File: src/logic/scrb_map.svh
// address map, reset values and field positions of the register bank
`ifndef SCRB_MAP_SVH
`define SCRB_MAP_SVH

// ============================================================
// register byte addresses
`define SCRB_ADR_CPU_IDENTITY              32'he000e000
`define SCRB_ADR_AUX_CONTROL               32'he000e008
`define SCRB_ADR_IRQ_CONTROL_STATE         32'he000ed04
`define SCRB_ADR_VECTOR_TABLE_BASE         32'he000ed08
`define SCRB_ADR_APP_IRQ_RESET_CONTROL     32'he000ed0c
`define SCRB_ADR_SYSTEM_CONTROL            32'he000ed10
`define SCRB_ADR_CONFIG_CONTROL            32'he000ed14
`define SCRB_ADR_HANDLER_PRIORITY_1        32'he000ed18
`define SCRB_ADR_HANDLER_PRIORITY_2        32'he000ed1c
`define SCRB_ADR_HANDLER_PRIORITY_3        32'he000ed20
`define SCRB_ADR_HANDLER_CONTROL_STATE     32'he000ed24
`define SCRB_ADR_CONFIGURABLE_FAULT_STATUS 32'he000ed28
`define SCRB_ADR_MEMORY_MANAGE_FAULT_STATUS 32'he000ed28
`define SCRB_ADR_BUS_FAULT_STATUS          32'he000ed29
`define SCRB_ADR_USAGE_FAULT_STATUS        32'he000ed2a
`define SCRB_ADR_HARD_FAULT_STATUS         32'he000ed2c
`define SCRB_ADR_MEMORY_MANAGE_FAULT_ADDR  32'he000ed34
`define SCRB_ADR_BUS_FAULT_ADDR            32'he000ed38
`define SCRB_ADR_AUX_FAULT_STATUS          32'he000ed3c

// ============================================================
// reset values
`define SCRB_RST_ZERO           32'h00000000
`define SCRB_RST_AUX_CONTROL    32'h00000000
`define SCRB_RST_CONFIG_CONTROL 32'h00000200
`define SCRB_AIRC_READ_KEY      16'hfa05
`define SCRB_AIRC_WRITE_KEY     16'h05fa

// ============================================================
// aux_control fields
`define SCRB_AUX_FLOAT_ISSUE    28
`define SCRB_AUX_CRIT_RUW       27
`define SCRB_AUX_ADDSUB         26
`define SCRB_AUX_CH1            25:21
`define SCRB_AUX_DUAL           20:16
`define SCRB_AUX_READ_ORDER     15
`define SCRB_AUX_BRANCH_TARGET_CACHE_ALLOC     14
`define SCRB_AUX_BRANCH_TARGET_CACHE_READ      13
`define SCRB_AUX_TRACE_FLUSH    12
`define SCRB_AUX_RA_MODE        11
`define SCRB_AUX_FP_EXC         10
`define SCRB_AUX_WMASK          32'h1fffec00

// ============================================================
// other fields
`define SCRB_ID_IMPL            31:24
`define SCRB_ID_VARIANT         23:20
`define SCRB_ID_CONST_VAL       4'hf
`define SCRB_AIRC_KEY           31:16
`define SCRB_AIRC_ENDIAN        15
`define SCRB_AIRC_PRIGROUP      10:8
`define SCRB_AIRC_SYSRESET      2
`define SCRB_ICS_NMI_SET        31
`define SCRB_ICS_PENDSV_SET     28
`define SCRB_ICS_PENDSV_CLR     27
`define SCRB_ICS_PENDST_SET     26
`define SCRB_ICS_PENDST_CLR     25
`define SCRB_VTB_MASK           32'hffffff80
`define SCRB_FP_EXC_W           6

`endif

File: src/logic/scrb_pkg.sv
// types shared by the register bank and its users
`default_nettype none
`include "scrb_map.svh"
package scrb_pkg;

    typedef enum logic [1:0] {
        BUS_IDLE = 2'h0,
        BUS_ACK  = 2'h1,
        BUS_ERR  = 2'h3
    } scrb_bus_e;

    typedef struct packed {
        logic        cyc;
        logic        stb;
        logic        we;
        logic [3:0]  sel;
        logic [31:0] adr;
        logic [31:0] dat;
    } scrb_wb_req_s;

    typedef struct packed {
        logic        ack;
        logic        err;
        logic [31:0] dat;
    } scrb_wb_rsp_s;

    typedef struct packed {
        logic        valid;
        logic        ordered;
        logic        stores_outstanding;
        logic        reads_outstanding;
    } scrb_ar_req_s;

    typedef struct packed {
        logic        float_issue_option_off;
        logic        critical_read_under_write_off;
        logic        addsub_allocation_off;
        logic [4:0]  channel1_issue_off;
        logic [4:0]  dual_issue_off;
        logic        read_ordering_on;
        logic        branch_cache_alloc_off;
        logic        branch_cache_read_off;
        logic        trace_flush_off;
        logic        read_allocate_mode_off;
        logic [2:0]  prigroup;
        logic [31:0] vector_table_base;
        logic        sys_reset_req;
        logic        nmi_pend;
        logic        pendsv_pend;
        logic        systick_pend;
    } scrb_core_ctl_s;

    typedef struct packed {
        scrb_bus_e                 bus;
        logic [31:0]               rdata;
        logic [31:0]               aux_control;
        logic [31:0]               vector_table_base;
        logic [2:0]                prigroup;
        logic                      sys_reset_req;
        logic                      nmi_pend;
        logic                      pendsv_pend;
        logic                      systick_pend;
        logic [31:0]               system_control;
        logic [31:0]               config_control;
        logic [2:0][31:0]          handler_priority;
        logic [31:0]               handler_control_state;
        logic [31:0]               configurable_fault_status;
        logic [31:0]               hard_fault_status;
        logic [31:0]               memory_manage_fault_addr;
        logic [31:0]               bus_fault_addr;
        logic [`SCRB_FP_EXC_W-1:0] fp_exc;
    } scrb_state_s;

endpackage
`default_nettype wire

File: src/logic/scrb_bank.sv
// system control register bank with wishbone slave and core control outputs
//
// Behaviour
// - aux fault status location reads zero and ignores every write.
// - fault status sub-registers are byte lanes of the combined fault word.
// - app irq/reset control reads 0xfa050000 after reset, 0xfa058000 with BIG_ENDIAN set; privileged only.
// - identity and config control resets fixed; config control resets 0x200.
// - critical read-under-write off holds ordered reads until stores complete.
// - add/sub allocation off forces all add/sub into second execute stage.
// - each channel1 issue off bit blocks one instruction type in channel 1.
// - each dual issue off bit stops dual issue for its type in channel 0.
// - read ordering bit holds ordered reads while any read is outstanding.
// - branch cache alloc off stops new entries; existing ones may update.
// - branch cache read off disables cache lookup; static prediction only.
// - trace flush off always reads 1, ignores writes, flush ready held high.
// - read allocate mode off disables dynamic read allocate mode.
// - float exception outputs off suppresses the float exception outputs.
// - identity register is read-only, implementer in 31:24; privileged only.
// - identity variant field 23:20 returns the major revision, 0 or 1.
//
// Added by the designer: register access over Wishbone.
`timescale 1ns/1ps
`default_nettype none
`include "scrb_map.svh"

module scrb_bank #(
    parameter logic [7:0]  IMPLEMENTER = 8'h5a,  // arbitrary value
    parameter logic [3:0]  MAJOR_REV   = 4'h1,   // 0 or 1
    parameter logic [11:0] PART_NO     = 12'h123, // arbitrary value
    parameter logic [3:0]  MINOR_REV   = 4'h0,   // arbitrary value
    parameter logic        BIG_ENDIAN  = 1'b0    // data endianness strap
) (
    input  wire logic                        clk_i,      // 10 MHz clock
    input  wire logic                        rst_i,      // sync reset
    input  wire scrb_pkg::scrb_wb_req_s      wb_i,       // wishbone request
    input  wire logic                        priv_i,     // privileged access
    output var scrb_pkg::scrb_wb_rsp_s       wb_o,       // wishbone answer
    input  wire scrb_pkg::scrb_ar_req_s      ar_i,       // read issue request
    output logic                             ar_valid_o, // read may issue
    output logic                             ar_hold_o,  // read held back
    input  wire logic [`SCRB_FP_EXC_W-1:0]   fp_exc_i,   // float exceptions
    output logic [`SCRB_FP_EXC_W-1:0]       fp_exc_o,   // gated, registered
    output logic                             afready_o,  // trace flush ready
    output var scrb_pkg::scrb_core_ctl_s     core_ctl_o  // control to core
);
    import scrb_pkg::*;

    // ============================================================
    // state and decode
    scrb_state_s st;
    scrb_state_s next_st;
    logic [31:0] word_adr;
    logic [31:0] sel_mask;
    logic [31:0] rd_word;
    logic [31:0] aux_read;
    logic [31:0] cpu_identity_word;
    logic        commit;

    // classic wishbone decodes whole words; sub-registers use sel lanes
    assign word_adr = {wb_i.adr[31:2], 2'h0};
    assign commit   = (st.bus == BUS_ACK) && wb_i.cyc && wb_i.stb && wb_i.we;

    genvar g;
    generate
        for (g = 0; g < 4; g++)
        begin : g_lane
            assign sel_mask[8*g+7:8*g] = {8{wb_i.sel[g]}};
        end
    endgenerate

    function automatic logic [31:0] merge(input logic [31:0] old_v,
                                          input logic [31:0] new_v,
                                          input logic [31:0] mask);
        merge = (old_v & ~mask) | (new_v & mask);
    endfunction

    // implementer, variant, constant nibble, part, minor revision
    assign cpu_identity_word = {IMPLEMENTER, MAJOR_REV,
                                `SCRB_ID_CONST_VAL, PART_NO, MINOR_REV};

    always_comb
    begin
        aux_read = st.aux_control & `SCRB_AUX_WMASK;
        aux_read[`SCRB_AUX_TRACE_FLUSH] = 1'b1;
    end

    // ============================================================
    // read mux
    always_comb
    begin
        rd_word = `SCRB_RST_ZERO;
        case (word_adr)
            `SCRB_ADR_CPU_IDENTITY:
                rd_word = cpu_identity_word;
            `SCRB_ADR_AUX_CONTROL:
                rd_word = aux_read;
            `SCRB_ADR_IRQ_CONTROL_STATE:
            begin
                rd_word[`SCRB_ICS_NMI_SET]    = st.nmi_pend;
                rd_word[`SCRB_ICS_PENDSV_SET] = st.pendsv_pend;
                rd_word[`SCRB_ICS_PENDST_SET] = st.systick_pend;
            end
            `SCRB_ADR_VECTOR_TABLE_BASE:
                rd_word = st.vector_table_base;
            `SCRB_ADR_APP_IRQ_RESET_CONTROL:
            begin
                rd_word[`SCRB_AIRC_KEY]      = `SCRB_AIRC_READ_KEY;
                rd_word[`SCRB_AIRC_ENDIAN]   = BIG_ENDIAN;
                rd_word[`SCRB_AIRC_PRIGROUP] = st.prigroup;
            end
            `SCRB_ADR_SYSTEM_CONTROL:
                rd_word = st.system_control;
            `SCRB_ADR_CONFIG_CONTROL:
                rd_word = st.config_control;
            `SCRB_ADR_HANDLER_PRIORITY_1:
                rd_word = st.handler_priority[0];
            `SCRB_ADR_HANDLER_PRIORITY_2:
                rd_word = st.handler_priority[1];
            `SCRB_ADR_HANDLER_PRIORITY_3:
                rd_word = st.handler_priority[2];
            `SCRB_ADR_HANDLER_CONTROL_STATE:
                rd_word = st.handler_control_state;
            `SCRB_ADR_CONFIGURABLE_FAULT_STATUS:
                rd_word = st.configurable_fault_status;
            `SCRB_ADR_HARD_FAULT_STATUS:
                rd_word = st.hard_fault_status;
            `SCRB_ADR_MEMORY_MANAGE_FAULT_ADDR:
                rd_word = st.memory_manage_fault_addr;
            `SCRB_ADR_BUS_FAULT_ADDR:
                rd_word = st.bus_fault_addr;
            `SCRB_ADR_AUX_FAULT_STATUS:
                rd_word = `SCRB_RST_ZERO;
            default:
                rd_word = `SCRB_RST_ZERO;
        endcase
    end

    // ============================================================
    // next state
    always_comb
    begin
        next_st = st;
        next_st.sys_reset_req = 1'b0;
        // gating registered so the outputs come from flops
        next_st.fp_exc = fp_exc_i
            & ~{`SCRB_FP_EXC_W{st.aux_control[`SCRB_AUX_FP_EXC]}};
        unique case (st.bus)
            BUS_IDLE:
            begin
                if (wb_i.cyc && wb_i.stb)
                begin
                    // unprivileged software sees a bus error, nothing moves
                    if (!priv_i)
                        next_st.bus = BUS_ERR;
                    else
                    begin
                        next_st.bus   = BUS_ACK;
                        next_st.rdata = rd_word;
                    end
                end
            end
            BUS_ACK, BUS_ERR:
                next_st.bus = BUS_IDLE;
            default:
                next_st.bus = BUS_IDLE;
        endcase
        // writes land on the edge where the master samples ack
        if (commit)
        begin
            case (word_adr)
                `SCRB_ADR_AUX_CONTROL:
                    next_st.aux_control = merge(st.aux_control, wb_i.dat,
                        sel_mask & `SCRB_AUX_WMASK);
                `SCRB_ADR_IRQ_CONTROL_STATE:
                begin
                    if (wb_i.sel[3])
                    begin
                        // a set and clear together: set wins
                        if (wb_i.dat[`SCRB_ICS_PENDSV_CLR])
                            next_st.pendsv_pend = 1'b0;
                        if (wb_i.dat[`SCRB_ICS_PENDST_CLR])
                            next_st.systick_pend = 1'b0;
                        if (wb_i.dat[`SCRB_ICS_NMI_SET])
                            next_st.nmi_pend = 1'b1;
                        if (wb_i.dat[`SCRB_ICS_PENDSV_SET])
                            next_st.pendsv_pend = 1'b1;
                        if (wb_i.dat[`SCRB_ICS_PENDST_SET])
                            next_st.systick_pend = 1'b1;
                    end
                end
                `SCRB_ADR_VECTOR_TABLE_BASE:
                    next_st.vector_table_base = merge(st.vector_table_base,
                        wb_i.dat, sel_mask & `SCRB_VTB_MASK);
                `SCRB_ADR_APP_IRQ_RESET_CONTROL:
                begin
                    // key must be written whole, else the write is dropped
                    if (wb_i.sel[3] && wb_i.sel[2] &&
                        wb_i.dat[`SCRB_AIRC_KEY] == `SCRB_AIRC_WRITE_KEY)
                    begin
                        if (wb_i.sel[1])
                            next_st.prigroup = wb_i.dat[`SCRB_AIRC_PRIGROUP];
                        if (wb_i.sel[0])
                            next_st.sys_reset_req =
                                wb_i.dat[`SCRB_AIRC_SYSRESET];
                    end
                end
                `SCRB_ADR_SYSTEM_CONTROL:
                    next_st.system_control = merge(st.system_control,
                        wb_i.dat, sel_mask);
                `SCRB_ADR_CONFIG_CONTROL:
                    next_st.config_control = merge(st.config_control,
                        wb_i.dat, sel_mask);
                `SCRB_ADR_HANDLER_PRIORITY_1:
                    next_st.handler_priority[0] = merge(
                        st.handler_priority[0], wb_i.dat, sel_mask);
                `SCRB_ADR_HANDLER_PRIORITY_2:
                    next_st.handler_priority[1] = merge(
                        st.handler_priority[1], wb_i.dat, sel_mask);
                `SCRB_ADR_HANDLER_PRIORITY_3:
                    next_st.handler_priority[2] = merge(
                        st.handler_priority[2], wb_i.dat, sel_mask);
                `SCRB_ADR_HANDLER_CONTROL_STATE:
                    next_st.handler_control_state = merge(
                        st.handler_control_state, wb_i.dat, sel_mask);
                `SCRB_ADR_CONFIGURABLE_FAULT_STATUS:
                    next_st.configurable_fault_status = merge(
                        st.configurable_fault_status, wb_i.dat, sel_mask);
                `SCRB_ADR_HARD_FAULT_STATUS:
                    next_st.hard_fault_status = merge(
                        st.hard_fault_status, wb_i.dat, sel_mask);
                `SCRB_ADR_MEMORY_MANAGE_FAULT_ADDR:
                    next_st.memory_manage_fault_addr = merge(
                        st.memory_manage_fault_addr, wb_i.dat, sel_mask);
                `SCRB_ADR_BUS_FAULT_ADDR:
                    next_st.bus_fault_addr = merge(
                        st.bus_fault_addr, wb_i.dat, sel_mask);
                default:
                    next_st.bus = BUS_IDLE;
            endcase
        end
    end

    always_ff @(posedge clk_i)
    begin
        if (rst_i)
        begin
            st <= '0;
            st.aux_control    <= `SCRB_RST_AUX_CONTROL;
            st.config_control <= `SCRB_RST_CONFIG_CONTROL;
        end
        else
            st <= next_st;
    end

    // ============================================================
    // outputs
    assign wb_o.ack = (st.bus == BUS_ACK);
    assign wb_o.err = (st.bus == BUS_ERR);
    assign wb_o.dat = st.rdata;
    assign fp_exc_o = st.fp_exc;
    // flush never enabled: request ignored, ready held high
    assign afready_o = aux_read[`SCRB_AUX_TRACE_FLUSH];

    // ordered reads: device, strongly-ordered or exclusive-shareable
    assign ar_hold_o = ar_i.valid && ar_i.ordered &&
        ((st.aux_control[`SCRB_AUX_CRIT_RUW] &&
          ar_i.stores_outstanding) ||
         (st.aux_control[`SCRB_AUX_READ_ORDER] &&
          ar_i.reads_outstanding));
    assign ar_valid_o = ar_i.valid && !ar_hold_o;

    always_comb
    begin
        core_ctl_o.float_issue_option_off =
            st.aux_control[`SCRB_AUX_FLOAT_ISSUE];
        core_ctl_o.critical_read_under_write_off =
            st.aux_control[`SCRB_AUX_CRIT_RUW];
        core_ctl_o.addsub_allocation_off =
            st.aux_control[`SCRB_AUX_ADDSUB];
        core_ctl_o.channel1_issue_off = st.aux_control[`SCRB_AUX_CH1];
        core_ctl_o.dual_issue_off = st.aux_control[`SCRB_AUX_DUAL];
        core_ctl_o.read_ordering_on = st.aux_control[`SCRB_AUX_READ_ORDER];
        core_ctl_o.branch_cache_alloc_off =
            st.aux_control[`SCRB_AUX_BRANCH_TARGET_CACHE_ALLOC];
        core_ctl_o.branch_cache_read_off =
            st.aux_control[`SCRB_AUX_BRANCH_TARGET_CACHE_READ];
        core_ctl_o.trace_flush_off = aux_read[`SCRB_AUX_TRACE_FLUSH];
        core_ctl_o.read_allocate_mode_off =
            st.aux_control[`SCRB_AUX_RA_MODE];
        core_ctl_o.prigroup          = st.prigroup;
        core_ctl_o.vector_table_base = st.vector_table_base;
        core_ctl_o.sys_reset_req     = st.sys_reset_req;
        core_ctl_o.nmi_pend          = st.nmi_pend;
        core_ctl_o.pendsv_pend       = st.pendsv_pend;
        core_ctl_o.systick_pend      = st.systick_pend;
    end
endmodule // scrb_bank
`default_nettype wire

File: config.mk
export PLATFORM = sky130hd
export DESIGN_NAME = scrb_bank
export DESIGN_NICKNAME = d
export VERILOG_FILES = /design/src/logic/scrb_pkg.sv /design/src/logic/scrb_bank.sv
export VERILOG_INCLUDE_DIRS = /design/src /design/src/logic
export SDC_FILE = /design/constraint.sdc
export NUM_CORES = 1
export LEC_CHECK = 0
export BUFFER_PORTS_ARGS = -buffer_cell sky130_fd_sc_hd__buf_2
export CORE_MARGIN = 4
export CORE_UTILIZATION = 59
export CTS_CLUSTER_SIZE = 16
export DETAILED_ROUTE_END_ITERATION = 7
export GPL_TIMING_DRIVEN = 0
export HOLD_SLACK_MARGIN = 0.1
export PLACE_DENSITY_LB_ADDON = 0.3
export SLEW_MARGIN = 10
export SYNTH_ARGS = -nofsm -noshare
export SYNTH_HDL_FRONTEND = slang
export SYNTH_SLANG_ARGS = --single-unit
File: constraint.sdc
create_clock -name clk_i -period 3.3 [get_ports clk_i]
set_input_delay 0.66 -clock clk_i [delete_from_list [all_inputs] [get_ports clk_i]]
set_output_delay 0.66 -clock clk_i [all_outputs]
set_load 0.05 [all_outputs]
==> results.md <==
- ANT nets after route: 0
- CP Data Required Time: 3.77 ns
- Initial core utilization: 0.600
- Worst hold path startpoint: priv_i
- First drt pass iteration count: 8
- Synth area leaders: dfxtp_1 (44%), nand2_1 (16%), a21oi_1 (10%)
- Syn Area/Cell: 7.88 um2
- Final WL: 84000 um
- N_diodes: 0
- Slowest-stage cell, CP: nor3_1
- Sequential-to-total area share from yosys stat: 0.445
- Switching pwr: 0.00250 W
- Drt drc: 0
- Die Wd: 185 um
- Clock latency on the worst-skew pair: 0.56 ns
- Pin count of the biggest net entering global routing: 19
- Die H: 185 um
- Flop pwr share: 0.485
- Floorplan row count: 64
- Count of pins over their slew limit: 0
- Initial antenna violation count: 3
- CTS sink count: 410
- GRT Residual Overflow: 0
- Skew final: 0.0169 ns
- Fin. Hold Viols: 0
- WL/cell: 28.1 um
- Worst-Margin Slew: 1.28 ns
- Maximum root-to-sink buffer count: 3
- Number of synthesized register bits: 410
- Die Area: 34200 um2
- Critical Path End Type: register
- IO Port Bufs: 164
- Crit path DAT: 4.00 ns
- IO Pins: 184
- Total power: 0.0102 W
- CTS tree: done
- Vias per Instance: 6.78
- WS Path Type: input port to register
- Worst Hold Class: input port to register
- Delay of the slowest critical-path stage: 1.15 ns
- Synth area leader: dfxtp_1
- Status: finished, violations left
- Setup Viol. Count Final: 43
- Setup WS post-layout: -0.224 ns
- Met1 WL: 29400 um
- Fin crit period: 3.52 ns
- Layout cells sized above 1: 0.182
- Clock transition at path regs: 0.06 ns
- Number of flops mapped to enable cells by yosys: 0
- Worst slew margin: 0.137
- Crit-path max FO: 10
- Synth async-reset ratio: 0
- R2r startpoint: st[429]
- Core area: 30700 um2
- Max cap viols: 0
- Cells after Synth: 2341
- Fin util: 0.694
- Internal: 0.00773 W
- Yosys Warn Count: 0
- Vias in the first global route: 18809
- Top cell type's share of synthesized area: 0.445
- First-pass GRT wire length: 120000 um
- Sw frac: 0.245
- Pre-CTS WS: -1.11 ns
- Worst Hold Slack: 0.310 ns
- Top-count cell post-synth: nand2_1
- Comb power frac: 0.057
- Critical path startpoint: wb_i[35]
- HPWL Detailed: 58700 um
- PD cells: 479 nW/um2
- H-tree depth: 2
- Iteration-0 DRC Markers: 3511
- Gr usage total: 0.472
- Unrepaired setup endpoints after global routing: yes
- Met3 wire length: 14200 um
- Via count: 20291
- Violated checks: negative setup slack
- DR top layer: met5
- Startpoint Class: input port
- Commonest cells post-synth: nand2_1 (792), dfxtp_1 (410), a21oi_1 (386)
- CTS buffer count: 42
- Predominant post-synthesis flop cell: dfxtp_1
- Tcrit/Tclk final: 1.07
- Clk pwr share: 0.458
- Final layout net count: 2650
- Worst vdd ir: 503 uV
- Top cell by count, worst path: buf_2
- Met2 wire length: 33000 um
- Area Growth Syn to Fin: 15.7%
- F_max: 284 MHz
- Syn Std Cell Area: 18500 um2
- Worst-path cell chain: buf_2 -> buf_2 -> buf_2 -> buf_2 -> nand2_1 -> nor3_1 -> nand2_1 -> a21oi_1
- Clock root cell: clkbuf_16
- Final Wtd Congestion: 1.08
- Leak pwr: 7.61 nW
- Synth cell types: 81
what timing repair did:
item / 4_1_cts / 5_1_grt
gates resized for setup: 11 / 22
pin swaps: 2 / 2
setup endpoints to repair: 187 / 95
hold buffers: 0 / 0
setup buffers: 6 / 4
through the flow:
stage	setup TNS [ns]	area, um2	instances
global route	-0.784	21300	2991
floorplan	0	18500	2348
global placement	-219.33	19800	2908
finish	-3.22	21300	2991
detailed placement	-184.35	19800	2910
CTS	-0.112	21300	2988
power groups by stage:
stage / combinational (W) / clock [W] / sequential (W)
after floorplan: 0.000278 / 0 / 0.00507
after global placement: 0.000535 / 0 / 0.00507
after detailed placement: 0.000540 / 0 / 0.00507
after CTS: 0.000543 / 0.00461 / 0.00496
after global routing: 0.000580 / 0.00482 / 0.00496
final: 0.000586 / 0.00469 / 0.00496
layout make-up:
class / count / area (um2)
clock inverters: 6 / 63.8
inverters: 2 / 7.51
well taps: 396 / 495
clock buffers: 67 / 1250
plain buffers: 248 / 1450
flip-flops and latches: 410 / 8210
multi-input cells: 1686 / 8960
repair buffers: 176 / 923
fillers: 2567 / 9400
placed cells by master, fill, tap and decap left out, types with 18 or more instances in the layout:
master     netlist  routed
a21oi_1        386     386
a222oi_1        37      37
a22o_1          34      34
a22oi_1         64      64
and2_1          21      21
and3_1          18      18
buf_2           33     196
buf_4          107     118
clkbuf_1        98     108
clkbuf_16        0      43
dfxtp_1        410     410
nand2_1        792     792
nand3_1         46      46
nand4_1         19      19
nor2_1          46      33
metal layers:
layer	global-route usage	vias to the layer above
met5	0	-
li1	-	8492
met1	0.611	9311
met2	0.657	2018
met3	0.164	468
met4	0.331	2
worst max-delay path: cells and delay by family:
family          cells  cell delay [ns]
compound gates      1             0.20
buf+inv             4             1.39
simple gates        3             1.74
cell families after synthesis:
group | count (synthesis) | synth area share
compound gates | 602 | 0.203
flops | 410 | 0.445
buf+inv | 252 | 0.0786
mux | 15 | 0.0105
other cells | 2 | 0.000407
simple gates | 1060 | 0.262
final timing paths:
check	endpoint	slack (ns)	depth (start not counted)
min reg2reg	register	0.45	2
max reg2reg	register	0.07	7
min	st[430]	0.31	2
max	register	-0.22	8
No activity file was read; power rests on OpenSTA's default activity.
